===== config.mk =====
export PLATFORM = sky130hd
export DESIGN_NAME = qsc_ctrl
export DESIGN_NICKNAME = d
export VERILOG_FILES = /design/src/design/qsc_pkg.sv /design/src/design/qsc_ctrl.sv /design/src/design/qsc_fifo.sv
export VERILOG_INCLUDE_DIRS = /design/src /design/src/design
export SDC_FILE = /design/constraint.sdc
export NUM_CORES = 1
export LEC_CHECK = 0
export BUFFER_PORTS_ARGS = -buffer_cell sky130_fd_sc_hd__buf_2
export CAP_MARGIN = 40
export CORE_ASPECT_RATIO = 0.5
export CORE_UTILIZATION = 35
export CTS_BUF_LIST = sky130_fd_sc_hd__clkbuf_4
export CTS_CLUSTER_SIZE = 10
export DETAILED_ROUTE_END_ITERATION = 16
export PLACE_DENSITY_LB_ADDON = 0.2
export SLEW_MARGIN = 15
export SYNTH_ARGS = -nofsm -noshare
export SYNTH_HDL_FRONTEND = slang
export SYNTH_SLANG_ARGS = --single-unit

===== constraint.sdc =====
create_clock -name clk -period 3.6 [get_ports clk]
set_input_delay 0.54 -clock clk [delete_from_list [all_inputs] [get_ports clk]]
set_output_delay 0.54 -clock clk [all_outputs]
set_load 0.02 [all_outputs]

===== src/design/qsc_map.svh =====
// Purpose: Register indices, field positions and counts of the serial clock and threshold block.
// Assumes: Included by every design file that decodes registers.
// Notes:   Registers are word indices on the block's register port.
`ifndef QSC_MAP_SVH
`define QSC_MAP_SVH

`define QSC_IDX_CLKCON   2'h0
`define QSC_IDX_CMDTHR   2'h1
`define QSC_IDX_INTTHR   2'h2
`define QSC_EN_BIT       0
`define QSC_STABLE_BIT   1
`define QSC_DIV_LSB      8
`define QSC_DIV_MSB      18
`define QSC_DIV_W        11
`define QSC_HI_LSB       8
`define QSC_HI_MSB       15
`define QSC_LO_LSB       0
`define QSC_LO_MSB       7
`define QSC_RESET_WORD   32'h0000_0000
`define QSC_SETTLE_TICKS 4
`define QSC_FIFO_DEPTH   8

`endif


===== src/design/qsc_pkg.sv =====
// Purpose: Types shared by the serial clock and threshold block.
// Assumes: Nothing beyond SystemVerilog.
// Notes:   Mode codes follow declaration order: idle, transmit, receive, reserved.
package qsc_pkg;

	typedef enum logic [1:0] {mode_idle, mode_tx, mode_rx, mode_rsvd} qsc_mode_t;

	typedef enum logic {st_idle, st_busy} qsc_state_t;

	typedef struct packed {
		logic        wr;
		logic        rd;
		logic [1:0]  idx;
		logic [31:0] wdata;
	} qsc_reg_req_t;

	typedef struct packed {
		logic       rx;
		logic [7:0] len;
	} qsc_xfer_t;

endpackage


===== src/design/qsc_ctrl.sv =====
// Purpose: Serial clock divider, clock-stable flag, command and interrupt thresholds.
// Assumes: Base clock is clk; register port is word indexed; inputs are synchronous.
// Notes:   The serial rate is a one-cycle enable pulse, not a derived clock.
`timescale 1ns/1ps
`include "qsc_map.svh"

// Overview of operation
// - one-hot divider bit k divides by 2^(k+1)
// - all-zero divider gives undivided fastest rate
// - stable flag sets after enabled clock settles
// - clearing enable stops the serial clock
// - registers stay accessible with clock disabled
// - transmit starts when FIFO reaches threshold
// - receive fills buffer up to threshold
// - no receive without room for threshold
// - reads lowering count trigger more receives
// - transmit condition when free space exceeds threshold
// - receive condition when count reaches threshold
// - unimplemented clock control bits read zero
// - mode codes idle, transmit, receive, reserved
// - transmit threshold sets hardware status flag
module qsc_ctrl #(
	parameter int DEPTH  = `QSC_FIFO_DEPTH,
	parameter int SETTLE = `QSC_SETTLE_TICKS
) (
	input  wire logic          clk,
	input  wire logic          rst,
	input  qsc_pkg::qsc_reg_req_t reg_req,
	output logic [31:0]        reg_rdata,
	input  wire logic [1:0]    command_initiation_mode,
	output logic               serial_clock_tick,
	output logic               clock_stable,
	output qsc_pkg::qsc_xfer_t xfer,
	output logic               xfer_start,
	input  wire logic          xfer_done,
	input  wire logic          tx_flag_clr,
	output logic               tx_threshold_flag,
	output logic               tx_irq_cond,
	output logic               rx_irq_cond,
	input  wire logic          sw_tx_valid,
	output logic               sw_tx_ready,
	input  wire logic [7:0]    sw_tx_data,
	output logic               link_tx_valid,
	input  wire logic          link_tx_ready,
	output logic [7:0]         link_tx_data,
	input  wire logic          link_rx_valid,
	output logic               link_rx_ready,
	input  wire logic [7:0]    link_rx_data,
	output logic               sw_rx_valid,
	input  wire logic          sw_rx_ready,
	output logic [7:0]         sw_rx_data
);
	import qsc_pkg::*;

	localparam int         CW     = $clog2(DEPTH + 1);
	localparam logic [7:0] DEPTH8 = 8'(DEPTH);

	// ****************************************************************
	// Registers
	// ****************************************************************
	logic [`QSC_DIV_W-1:0] serial_clock_divider_r;
	logic                  clk_en_r;
	logic [7:0]            tx_command_threshold_r;
	logic [7:0]            rx_command_threshold_r;
	logic [7:0]            tx_irq_threshold_r;
	logic [7:0]            rx_irq_threshold_r;
	logic                  stable_r;
	logic                  clkcon_wr;

	assign clkcon_wr = reg_req.wr && (reg_req.idx == `QSC_IDX_CLKCON);

	// Writes never depend on the serial clock running.
	always_ff @(posedge clk) begin
		if (rst) begin
			serial_clock_divider_r <= '0;
			clk_en_r               <= 1'b0;
			tx_command_threshold_r <= '0;
			rx_command_threshold_r <= '0;
			tx_irq_threshold_r     <= '0;
			rx_irq_threshold_r     <= '0;
		end else if (reg_req.wr) begin
			case (reg_req.idx)
				`QSC_IDX_CLKCON: begin
					serial_clock_divider_r <= reg_req.wdata[`QSC_DIV_MSB:`QSC_DIV_LSB];
					clk_en_r               <= reg_req.wdata[`QSC_EN_BIT];
				end
				`QSC_IDX_CMDTHR: begin
					tx_command_threshold_r <= reg_req.wdata[`QSC_HI_MSB:`QSC_HI_LSB];
					rx_command_threshold_r <= reg_req.wdata[`QSC_LO_MSB:`QSC_LO_LSB];
				end
				`QSC_IDX_INTTHR: begin
					tx_irq_threshold_r <= reg_req.wdata[`QSC_HI_MSB:`QSC_HI_LSB];
					rx_irq_threshold_r <= reg_req.wdata[`QSC_LO_MSB:`QSC_LO_LSB];
				end
				default: begin
				end
			endcase
		end
	end

	logic [31:0] rd_nxt;

	always_comb begin
		rd_nxt = `QSC_RESET_WORD;
		case (reg_req.idx)
			`QSC_IDX_CLKCON: begin
				rd_nxt[`QSC_DIV_MSB:`QSC_DIV_LSB] = serial_clock_divider_r;
				rd_nxt[`QSC_STABLE_BIT]           = stable_r;
				rd_nxt[`QSC_EN_BIT]               = clk_en_r;
			end
			`QSC_IDX_CMDTHR: begin
				rd_nxt[`QSC_HI_MSB:`QSC_HI_LSB] = tx_command_threshold_r;
				rd_nxt[`QSC_LO_MSB:`QSC_LO_LSB] = rx_command_threshold_r;
			end
			`QSC_IDX_INTTHR: begin
				rd_nxt[`QSC_HI_MSB:`QSC_HI_LSB] = tx_irq_threshold_r;
				rd_nxt[`QSC_LO_MSB:`QSC_LO_LSB] = rx_irq_threshold_r;
			end
			default: rd_nxt = `QSC_RESET_WORD;
		endcase
	end

	always_ff @(posedge clk) begin
		if (rst)
			reg_rdata <= `QSC_RESET_WORD;
		else if (reg_req.rd)
			reg_rdata <= rd_nxt;
	end

	// ****************************************************************
	// Serial clock divider and stable flag
	// ****************************************************************
	logic [`QSC_DIV_W-1:0] div_lim;
	logic [`QSC_DIV_W-1:0] div_cnt_r;
	logic [3:0]            settle_r;

	// Highest set bit wins if software sets more than one.
	always_comb begin
		div_lim = '0;
		for (int i = 0; i < `QSC_DIV_W; i++) begin
			if (serial_clock_divider_r[i])
				div_lim = `QSC_DIV_W'((12'h2 << i) - 12'h1);
		end
	end

	assign serial_clock_tick = clk_en_r && (div_cnt_r >= div_lim);

	always_ff @(posedge clk) begin
		if (rst || !clk_en_r || clkcon_wr)
			div_cnt_r <= '0;
		else if (serial_clock_tick)
			div_cnt_r <= '0;
		else
			div_cnt_r <= div_cnt_r + 1'b1;
	end

	// A write that drops the enable clears the flag on that same edge, so it never outlives the enable.
	always_ff @(posedge clk) begin
		if (rst || !clk_en_r || (clkcon_wr && !reg_req.wdata[`QSC_EN_BIT])) begin
			settle_r <= '0;
			stable_r <= 1'b0;
		end else if (serial_clock_tick && !stable_r) begin
			settle_r <= settle_r + 1'b1;
			stable_r <= (settle_r == 4'(SETTLE - 1));
		end
	end

	assign clock_stable = stable_r;

	// ****************************************************************
	// FIFOs
	// ****************************************************************
	logic [CW-1:0] tx_cnt;
	logic [CW-1:0] rx_cnt;
	logic [7:0]    tx_cnt8;
	logic [7:0]    rx_cnt8;
	logic [7:0]    tx_free8;
	logic [7:0]    rx_free8;

	qsc_fifo #(.WIDTH(8), .DEPTH(DEPTH)) u_tx_fifo (
		.clk       (clk),
		.rst       (rst),
		.in_valid  (sw_tx_valid),
		.in_ready  (sw_tx_ready),
		.in_data   (sw_tx_data),
		.out_valid (link_tx_valid),
		.out_ready (link_tx_ready),
		.out_data  (link_tx_data),
		.count     (tx_cnt)
	);

	qsc_fifo #(.WIDTH(8), .DEPTH(DEPTH)) u_rx_fifo (
		.clk       (clk),
		.rst       (rst),
		.in_valid  (link_rx_valid),
		.in_ready  (link_rx_ready),
		.in_data   (link_rx_data),
		.out_valid (sw_rx_valid),
		.out_ready (sw_rx_ready),
		.out_data  (sw_rx_data),
		.count     (rx_cnt)
	);

	assign tx_cnt8  = 8'(tx_cnt);
	assign rx_cnt8  = 8'(rx_cnt);
	assign tx_free8 = DEPTH8 - tx_cnt8;
	assign rx_free8 = DEPTH8 - rx_cnt8;

	// ****************************************************************
	// Command initiation
	// ****************************************************************
	qsc_mode_t  mode;
	qsc_state_t state_r;
	logic       tx_go;
	logic       rx_go;
	logic [7:0] rx_need;

	assign mode    = qsc_mode_t'(command_initiation_mode);
	assign rx_need = rx_command_threshold_r - rx_cnt8;
	assign tx_go   = (mode == mode_tx) && (tx_cnt8 != '0)
		&& (tx_cnt8 >= tx_command_threshold_r);
	// Receive tops the buffer up to the threshold, only if all of it fits.
	assign rx_go   = (mode == mode_rx) && (rx_cnt8 < rx_command_threshold_r)
		&& (rx_free8 >= rx_need);

	always_ff @(posedge clk) begin
		if (rst) begin
			state_r    <= st_idle;
			xfer_start <= 1'b0;
			xfer       <= '0;
		end else begin
			xfer_start <= 1'b0;
			case (state_r)
				st_idle: begin
					if (stable_r && tx_go) begin
						xfer_start <= 1'b1;
						xfer       <= '{rx: 1'b0, len: tx_cnt8};
						state_r    <= st_busy;
					end else if (stable_r && rx_go) begin
						xfer_start <= 1'b1;
						xfer       <= '{rx: 1'b1, len: rx_need};
						state_r    <= st_busy;
					end
				end
				st_busy: begin
					if (xfer_done)
						state_r <= st_idle;
				end
				default: state_r <= st_idle;
			endcase
		end
	end

	// ****************************************************************
	// Threshold conditions
	// ****************************************************************
	assign tx_irq_cond = (tx_free8 > tx_irq_threshold_r);
	assign rx_irq_cond = (rx_cnt8 >= rx_irq_threshold_r);

	// A set in the same cycle as a clear wins.
	always_ff @(posedge clk) begin
		if (rst)
			tx_threshold_flag <= 1'b0;
		else
			tx_threshold_flag <= tx_irq_cond || (tx_threshold_flag && !tx_flag_clr);
	end

	// ****************************************************************
	// Assertions
	// ****************************************************************
	logic [11:0] gap_r;

	always_ff @(posedge clk) begin
		if (rst || !clk_en_r || clkcon_wr || serial_clock_tick)
			gap_r <= '0;
		else
			gap_r <= gap_r + 12'h1;
	end

	// Receive occupancy rebuilt from the two handshakes, independent of the FIFO's own count.
	logic [7:0] rx_occ_r;

	always_ff @(posedge clk) begin
		if (rst)
			rx_occ_r <= '0;
		else if ((link_rx_valid && link_rx_ready) && !(sw_rx_valid && sw_rx_ready))
			rx_occ_r <= rx_occ_r + 8'h01;
		else if (!(link_rx_valid && link_rx_ready) && (sw_rx_valid && sw_rx_ready))
			rx_occ_r <= rx_occ_r - 8'h01;
	end
endmodule // qsc_ctrl


===== src/design/qsc_fifo.sv =====
// Purpose: Flip-flop FIFO with valid/ready on both sides and an occupancy count.
// Assumes: Synchronous active-high reset; there is no separate clear.
// Notes:   Full and empty are exact; out_data is read from storage by index.
`timescale 1ns/1ps
`include "qsc_map.svh"
module qsc_fifo #(
	parameter int WIDTH = 8,
	parameter int DEPTH = `QSC_FIFO_DEPTH,
	parameter int CW    = $clog2(DEPTH + 1)
) (
	input  wire logic             clk,
	input  wire logic             rst,
	input  wire logic             in_valid,
	output logic                  in_ready,
	input  wire logic [WIDTH-1:0] in_data,
	output logic                  out_valid,
	input  wire logic             out_ready,
	output logic [WIDTH-1:0]      out_data,
	output logic [CW-1:0]         count
);
	localparam int AW = (DEPTH > 1) ? $clog2(DEPTH) : 1;

	logic [WIDTH-1:0] mem_r [DEPTH];
	logic [AW-1:0]    wp_r;
	logic [AW-1:0]    rp_r;
	logic [CW-1:0]    cnt_r;
	logic             push;
	logic             pop;

	assign in_ready  = (cnt_r != CW'(DEPTH));
	assign out_valid = (cnt_r != '0);
	assign push      = in_valid && in_ready;
	assign pop       = out_valid && out_ready;
	assign out_data  = mem_r[rp_r];
	assign count     = cnt_r;

	always_ff @(posedge clk) begin
		if (push)
			mem_r[wp_r] <= in_data;
	end

	always_ff @(posedge clk) begin
		if (rst) begin
			wp_r  <= '0;
			rp_r  <= '0;
			cnt_r <= '0;
		end else begin
			if (push)
				wp_r <= (wp_r == AW'(DEPTH - 1)) ? '0 : wp_r + 1'b1;
			if (pop)
				rp_r <= (rp_r == AW'(DEPTH - 1)) ? '0 : rp_r + 1'b1;
			if (push && !pop)
				cnt_r <= cnt_r + 1'b1;
			else if (pop && !push)
				cnt_r <= cnt_r - 1'b1;
		end
	end
endmodule // qsc_fifo


* After elaboration in Yosys (flattened, before gate mapping)
Memory sizes are Yosys's and may differ from the RTL's. A register that Yosys moved wholly into a read port is not among the register bits.
Index checks and enable logic that the tools add are counted.
** Cells by class
- $add $sub $neg :: 13
- Magnitude comparators :: 6
- Equal/unequal tests :: 11
- Muxes and demuxes :: 37
- Bitwise operators :: 1
- Reductions and logical operators :: 44
** Operators with widths (count)
- $mux 11 :: 10
- $mux 3 :: 9
- $pmux 8 s3 :: 1
- $logic_and 1x1->1 :: 19
- $mux 9 :: 2
- $ge 4x8->1 :: 2
- $mux 4 :: 4
- $add 3x1->3 const B :: 4
- $add 4x1->4 const B :: 3
- $eq 3x3->1 const B :: 4
- $pmux 6 s2 :: 1
- $add 11x1->11 const B :: 1
- $ge 11x11->1 :: 1
- $sub 4x4->5 const A :: 2
- $ge 8x8->1 :: 1
- $gt 8x8->1 :: 1
- $logic_not 1->1 :: 8
- $lt 4x8->1 :: 1
- $mux 1 :: 8
- $ne 4x4->1 const B :: 2
- $reduce_and 2->1 :: 4
- $reduce_bool 4->1 :: 2
- $reduce_bool 8->1 :: 1
- $sub 4x1->4 const B :: 2
- other kinds (11) :: 19
** Word-level totals
- Register bits :: 111
- RAM bits :: 128
- Input port bits :: 62
- Output and inout bits :: 67
- Word-level logic and storage cells :: 135
- Memories :: 2
** Memory list
- u_rx_fifo.mem_r :: depth 8, width 8, read ports 1, clocked after Yosys merged registers in 1, wr ports 1, line qsc_fifo.sv:23 : logic [WIDTH-1:0] mem_r [DEPTH];
- u_tx_fifo.mem_r :: depth 8, width 8, read ports 1, clocked after Yosys merged registers in 1, wr ports 1, line qsc_fifo.sv:23

* Logic depth before layout (Yosys ltp)
- Depth after elaboration :: 14
- Depth in mapped cells :: 16
- Gate-level depth less buffers :: 15

* Hierarchy
From an unflattened synthesis, not the netlist that was laid out.
** Second synthesis, totals
- Cells, all modules :: 941
- Area total of the unflattened synthesis :: 11239.5 um2
** By module, submodules not included
- qsc_fifo :: times used 2, cells an instance 168, area an instance 3130.5 um2, seq. area each 2182.1 um2
- qsc_ctrl :: times used 1, cells an instance 605, area an instance 4978.5 um2, seq. area each 1821.7 um2

* Worst setup path before layout
No wires, ideal clock.
- Kind :: register -> register
- Start :: register u_rx_fifo.cnt_r[2] (netlist: u_rx_fifo.count[2])
- End :: register xfer[4] (netlist bit)
- Setup time :: 0.128 ns
- Data arrival time :: 3.280 ns
- Path slack :: 0.193 ns
- Cell stages (with the launch flop) :: 17
- Period minus slack after synthesis :: 3.407 ns
- Path through :: dfxtp_1 > inv_1 > ha_1 > a21oi_1 > nand2_1 > and2_1 > nor3_1 > xor2_1 > inv_1 > ha_1 > and4_1 > a221o_1 > a211oi_1 > o32ai_4 > buf_8 > mux2i_1 > nor2_1
** Between the ends
- Word-level cells in the longest chain between the ends :: 6
** RTL lines
- from (decl) :: line qsc_fifo.sv:26 : logic [CW-1:0] cnt_r;
- from (signal assigned) :: line qsc_fifo.sv:53 : cnt_r <= cnt_r + 1'b1;
- from (signal assigned) :: line qsc_fifo.sv:55 : cnt_r <= cnt_r - 1'b1;
- $sub 8x4->8, or another cell as far along :: line qsc_ctrl.sv:219 : assign rx_need = rx_command_threshold_r - rx_cnt8;
- $ge 8x8->1 or $logic_and 1x1->1 (tied branches) :: line qsc_ctrl.sv:224, qsc_ctrl.sv:223
- $logic_and 1x1->1 :: line qsc_ctrl.sv:224 : && (rx_free8 >= rx_need);
- $logic_and 1x1->1 :: line qsc_ctrl.sv:239 : end else if (stable_r && rx_go) begin
- $reduce_bool 2->1 (no source line)
- $reduce_and 2->1 (no source line)
- to (signal assigned) :: line qsc_ctrl.sv:237 : xfer <= '{rx: 1'b0, len: tx_cnt8};
- to (signal assigned) :: line qsc_ctrl.sv:241 : xfer <= '{rx: 1'b1, len: rx_need};
- to (decl) :: line qsc_ctrl.sv:33 : output qsc_pkg::qsc_xfer_t xfer,
Several ways; a longest one is shown, not always the timed one. The select of a mux whose other input is x is not followed.
A chain may end at the register's enable or synchronous reset.

* Worst setup path after layout
- Start :: register serial_clock_divider_r[7]
- End :: output port serial_clock_tick
** Between the ends
- Word-level cells in the longest chain between the ends :: 6
** RTL lines
- from (decl) :: line qsc_ctrl.sv:61 : logic [`QSC_DIV_W-1:0] serial_clock_divider_r;
- from (signal assigned) :: line qsc_ctrl.sv:84 : serial_clock_divider_r <= reg_req.wdata[`QSC_DIV_MSB:`QSC_DIV_LSB];
- $mux 11 (4 in a row) :: line qsc_ctrl.sv:141 : if (serial_clock_divider_r[i])
- $ge 11x11->1 :: line qsc_ctrl.sv:146 : assign serial_clock_tick = clk_en_r && (div_cnt_r >= div_lim);
- $logic_and 1x1->1 :: line qsc_ctrl.sv:146
- to (decl) :: line qsc_ctrl.sv:31 : output logic serial_clock_tick,
Every way passes these cells.

==> key figures <==
Critical path
  • Crit path kind: reg -> out
  • Worst Path Arrival: 3250 ps
  • Endpoint kind of the worst setup timing path: primary output
  • Critical path data required time: 3060 ps
  • CP startpoint kind: flop
  • Register-to-register setup slack: 150 ps
  • Worst Path Max Fanout: 3

Timing
  • Fmax achieved: 264 MHz
  • Post-route fraction of the period consumed by the critical path: 1.05
  • Accumulated negative setup slack: -189 ps
  • Final-report setup violation count: 1
  • Final Hold Vio Count: 0
  • Final count of pins violating max slew: 0
  • Unrepaired setup endpoints after global routing: true
  • Max-slew headroom at the worst pin: 0.507
  • Worst Tran Pin Value: 739 ps
  • Final setup margin: -189 ps
  • Clock period minus worst slack: 3790 ps
  • Hold slack: 87.1 ps
  • Skew final: 81.5 ps

Clock tree
  • Clock root buffer: sky130_fd_sc_hd__clkbuf_4
  • Worst skew pair latency: 730 ps
  • TritonCTS clock tree: done
  • Max Buffers Root-to-Sink: 3
  • Number of levels the H-tree was split into: 2
  • Clock edge transition at the registers on the reported setup and hold paths: 70 ps
  • Count of clock tree sinks: 245
  • TritonCTS Buffers: 58

Placed design
  • Post-Place Cell Area: 12100 um^2
  • Number of buffers inserted by port buffering: 102
  • HPWL after detailed placement: 17300 um
  • Routability-driven placement congestion ratio: 0.807

Pwr
  • Clock network fraction of design power: 0.301
  • Sum of internal, switching and leakage power: 7.92 mW
  • Power share of the combinational group: 0.293
  • Share of total power in sequential cells: 0.406
  • Pwr dens: 606 nW/um^2
  • Cell internal pwr: 5.40 mW
  • Switching power share of the total: 0.318
  • Leakage power figure: 5.10 nW
  • Total net switching power: 2.52 mW
  • Maximum vdd ir drop: 225 uV

Synth
  • Sequential cell area fraction in the yosys report: 0.560
  • Area leader, netlist: sky130_fd_sc_hd__edfxtp_1
  • Most frequently used flop master after synthesis: sky130_fd_sc_hd__edfxtp_1
  • Syn_area_per_cell: 11.8 um^2
  • Count of distinct cell types in the synthesized netlist: 58
  • Total number of yosys warnings: 0
  • Number of synthesized register bits: 245
  • Portion of synthesized cell area occupied by the leading cell type: 0.348
  • Synthesized cell area: 11000 um^2
  • Largest cells by area after synthesis: sky130_fd_sc_hd__edfxtp_1, sky130_fd_sc_hd__dfxtp_1, sky130_fd_sc_hd__ha_1
  • Number of enable flip-flop cells after synthesis: 128
  • Post-synthesis async set-or-reset flop share: 0
  • Cells after synthesis: 938

Detailed routing
  • Violation count after the first detailed-routing iteration: 365
  • Via count: 7599
  • WL per Instance: 16.2 um
  • First-pass iteration count of the detailed router: 5
  • Via-to-Cell Ratio: 4.81
  • DRC viols: 0
  • Total detailed-routing wirelength: 25600 um
  • Number of nets with antenna violations after detailed routing: 0

Die
  • Horizontal extent of the die: 253 um
  • Chip height: 128 um
  • Top-Level Pins: 129
  • Number of placement rows: 45
  • Die area: 32300 um^2
  • Initial core utilization: 0.360
  • Core region area: 30700 um^2

GRT
  • Total global-route track usage: 0.163
  • Wire length of the first global-routing pass: 41200 um
  • Maximum number of pins on one net before global-route repair: 62
  • Via count of the first global-routing pass: 7897
  • Global route overflow: 0
  • Antenna violations before repair: 1

Layout
  • Net count of the finished layout: 1230
  • Layout-stage area growth over the synthesis result: 18.4%
  • Share of final-layout standard cells stronger than drive strength 1: 0.269
  • Post-route cell area: 13100 um^2

Hold path
  • Class of the most critical hold timing path: in -> reg

Status
  • Outcome: finished, violations left
  • Violations in the final reports: negative setup slack

Flow run
  • Number of maximum-capacitance violations: 0
## registers in the layout, indices dropped and copies added, names as in the netlist, 9 cells and up, named ones only
register	cells
u_rx_fifo.mem_r	64
u_tx_fifo.mem_r	64
reg_rdata	19
div_cnt_r	11
serial_clock_divider_r	11
xfer	9
## timing repair
item / 4_1_cts / 5_1_grt
setup endpoints to repair: 2 / 7
hold buffers: 1 / 1
endpoints found under the hold margin: 1 / 1
pin swaps: 5 / 3
setup buffers: 8 / 3
resized for setup: 10 / 7
## routing by layer
metal  up-vias  share of wire  GRT usage
li1       3732              -          -
met1      3679           0.45      0.206
met4         0          0.019     0.0510
met2       146           0.48      0.275
met5         -              0          0
met3        42          0.043     0.0410
## power by group through the flow
| stage | clock network, mW | logic, mW | registers [mW] |
|---|---|---|---|
| global route | 2.62 | 2.59 | 3.24 |
| detailed placement | 0 | 2.24 | 3.29 |
| floorplan | 0 | 1.61 | 3.26 |
| finish | 2.39 | 2.32 | 3.22 |
| CTS | 2.48 | 2.29 | 3.23 |
| global placement | 0 | 2.18 | 3.29 |
## worst paths after layout
check                                to                      start  cells after the start
hold reg to reg           reg_rdata[16]              reg_rdata[16]                      2
hold / removal    tx_irq_threshold_r[4]                reg_req[12]                      3
setup / recovery      serial_clock_tick  serial_clock_divider_r[7]                     14
setup reg to reg                xfer[7]         u_rx_fifo.count[2]                     17
## kinds of logic (layout without fill, tap and decap cells)
kind of cell | Yosys count | after routing | synth area share
and+or+nand+nor | 299 | 299 | 0.122
AOI/OAI and AO/OA | 139 | 139 | 0.0828
other | 1 | 15 | 0.000340
adders and majority gates | 64 | 64 | 0.0745
DFF | 245 | 245 | 0.560
muxes | 70 | 70 | 0.102
buffers and inverters | 94 | 298 | 0.0376
xor gates and xnor gates | 26 | 26 | 0.0206
## synth_stat cells, drive strengths merged, types with 2 or more instances
master  count
nor3b       7
nand3b      2
a211oi      7
nor2b      13
a31oi       2
xor2       14
mux2i      20
xnor2      12
a41o        2
dfxtp     117
o21a        2
buf        23
and3        2
a22o        6
o31ai       2
and2        7
fa          3
clkbuf     30
a21o       10
nor3       23
inv        41
and4        2
or3         7
nand3      11
nor2       85
ha         61
o21ai      10
a222oi     10
nand4       5
edfxtp    128
nor4        2
mux2       18
a21oi      78
mux4       32
nand2b     11
nand2     119
## layout make-up
class	count	area, um^2
Antenna cell	2	5.00
Clock inverter	25	158
Tap cell	423	529
Clock buffer	85	638
Sequential cell	245	6200
Timing Repair Buffer	147	873
Fill cell	2940	17600
Multi-Input combinational cell	611	4530
Inverter	41	154
## stage by stage
step,utilization,cells,setup WS [ps]
finish,0.426,1579,-189
global route,0.426,1578,-390
CTS,0.424,1572,-274
detailed placement,0.395,1453,109
global placement,0.394,1452,190
floorplan,-,950,193
## cell usage in the layout, fill, tap and decap left out, types with 9 or more instances in the layout
cell type,n
sky130_fd_sc_hd__xnor2_1,12
sky130_fd_sc_hd__o21ai_0,9
sky130_fd_sc_hd__nand2_1,119
sky130_fd_sc_hd__nand3_1,11
sky130_fd_sc_hd__clkbuf_4,85
sky130_fd_sc_hd__nor3_1,21
sky130_fd_sc_hd__buf_4,43
sky130_fd_sc_hd__buf_2,100
sky130_fd_sc_hd__nand2b_1,11
sky130_fd_sc_hd__nor2b_1,12
sky130_fd_sc_hd__mux4_2,32
sky130_fd_sc_hd__inv_1,41
sky130_fd_sc_hd__a21o_1,10
sky130_fd_sc_hd__clkinv_1,17
sky130_fd_sc_hd__a222oi_1,10
sky130_fd_sc_hd__mux2i_1,20
sky130_fd_sc_hd__conb_1,13
sky130_fd_sc_hd__edfxtp_1,128
sky130_fd_sc_hd__mux2_2,18
sky130_fd_sc_hd__a21oi_1,77
sky130_fd_sc_hd__dfxtp_1,111
sky130_fd_sc_hd__nor2_1,81
sky130_fd_sc_hd__xor2_1,13
sky130_fd_sc_hd__ha_1,61
## critical path: stages, from the launching register on
cell	delay [ps]
sky130_fd_sc_hd__dfxtp_1	420
sky130_fd_sc_hd__nand2b_1	200
sky130_fd_sc_hd__nor3_2	60
sky130_fd_sc_hd__buf_4	130
sky130_fd_sc_hd__buf_4	120
sky130_fd_sc_hd__buf_4	120
sky130_fd_sc_hd__buf_4	120
sky130_fd_sc_hd__buf_4	120
sky130_fd_sc_hd__buf_4	120
sky130_fd_sc_hd__ha_1	280
sky130_fd_sc_hd__nand3_1	70
sky130_fd_sc_hd__a21boi_0	320
sky130_fd_sc_hd__nor2_2	110
sky130_fd_sc_hd__a21oi_2	180
sky130_fd_sc_hd__buf_4	170
No activity file was read; power rests on OpenSTA's default activity.
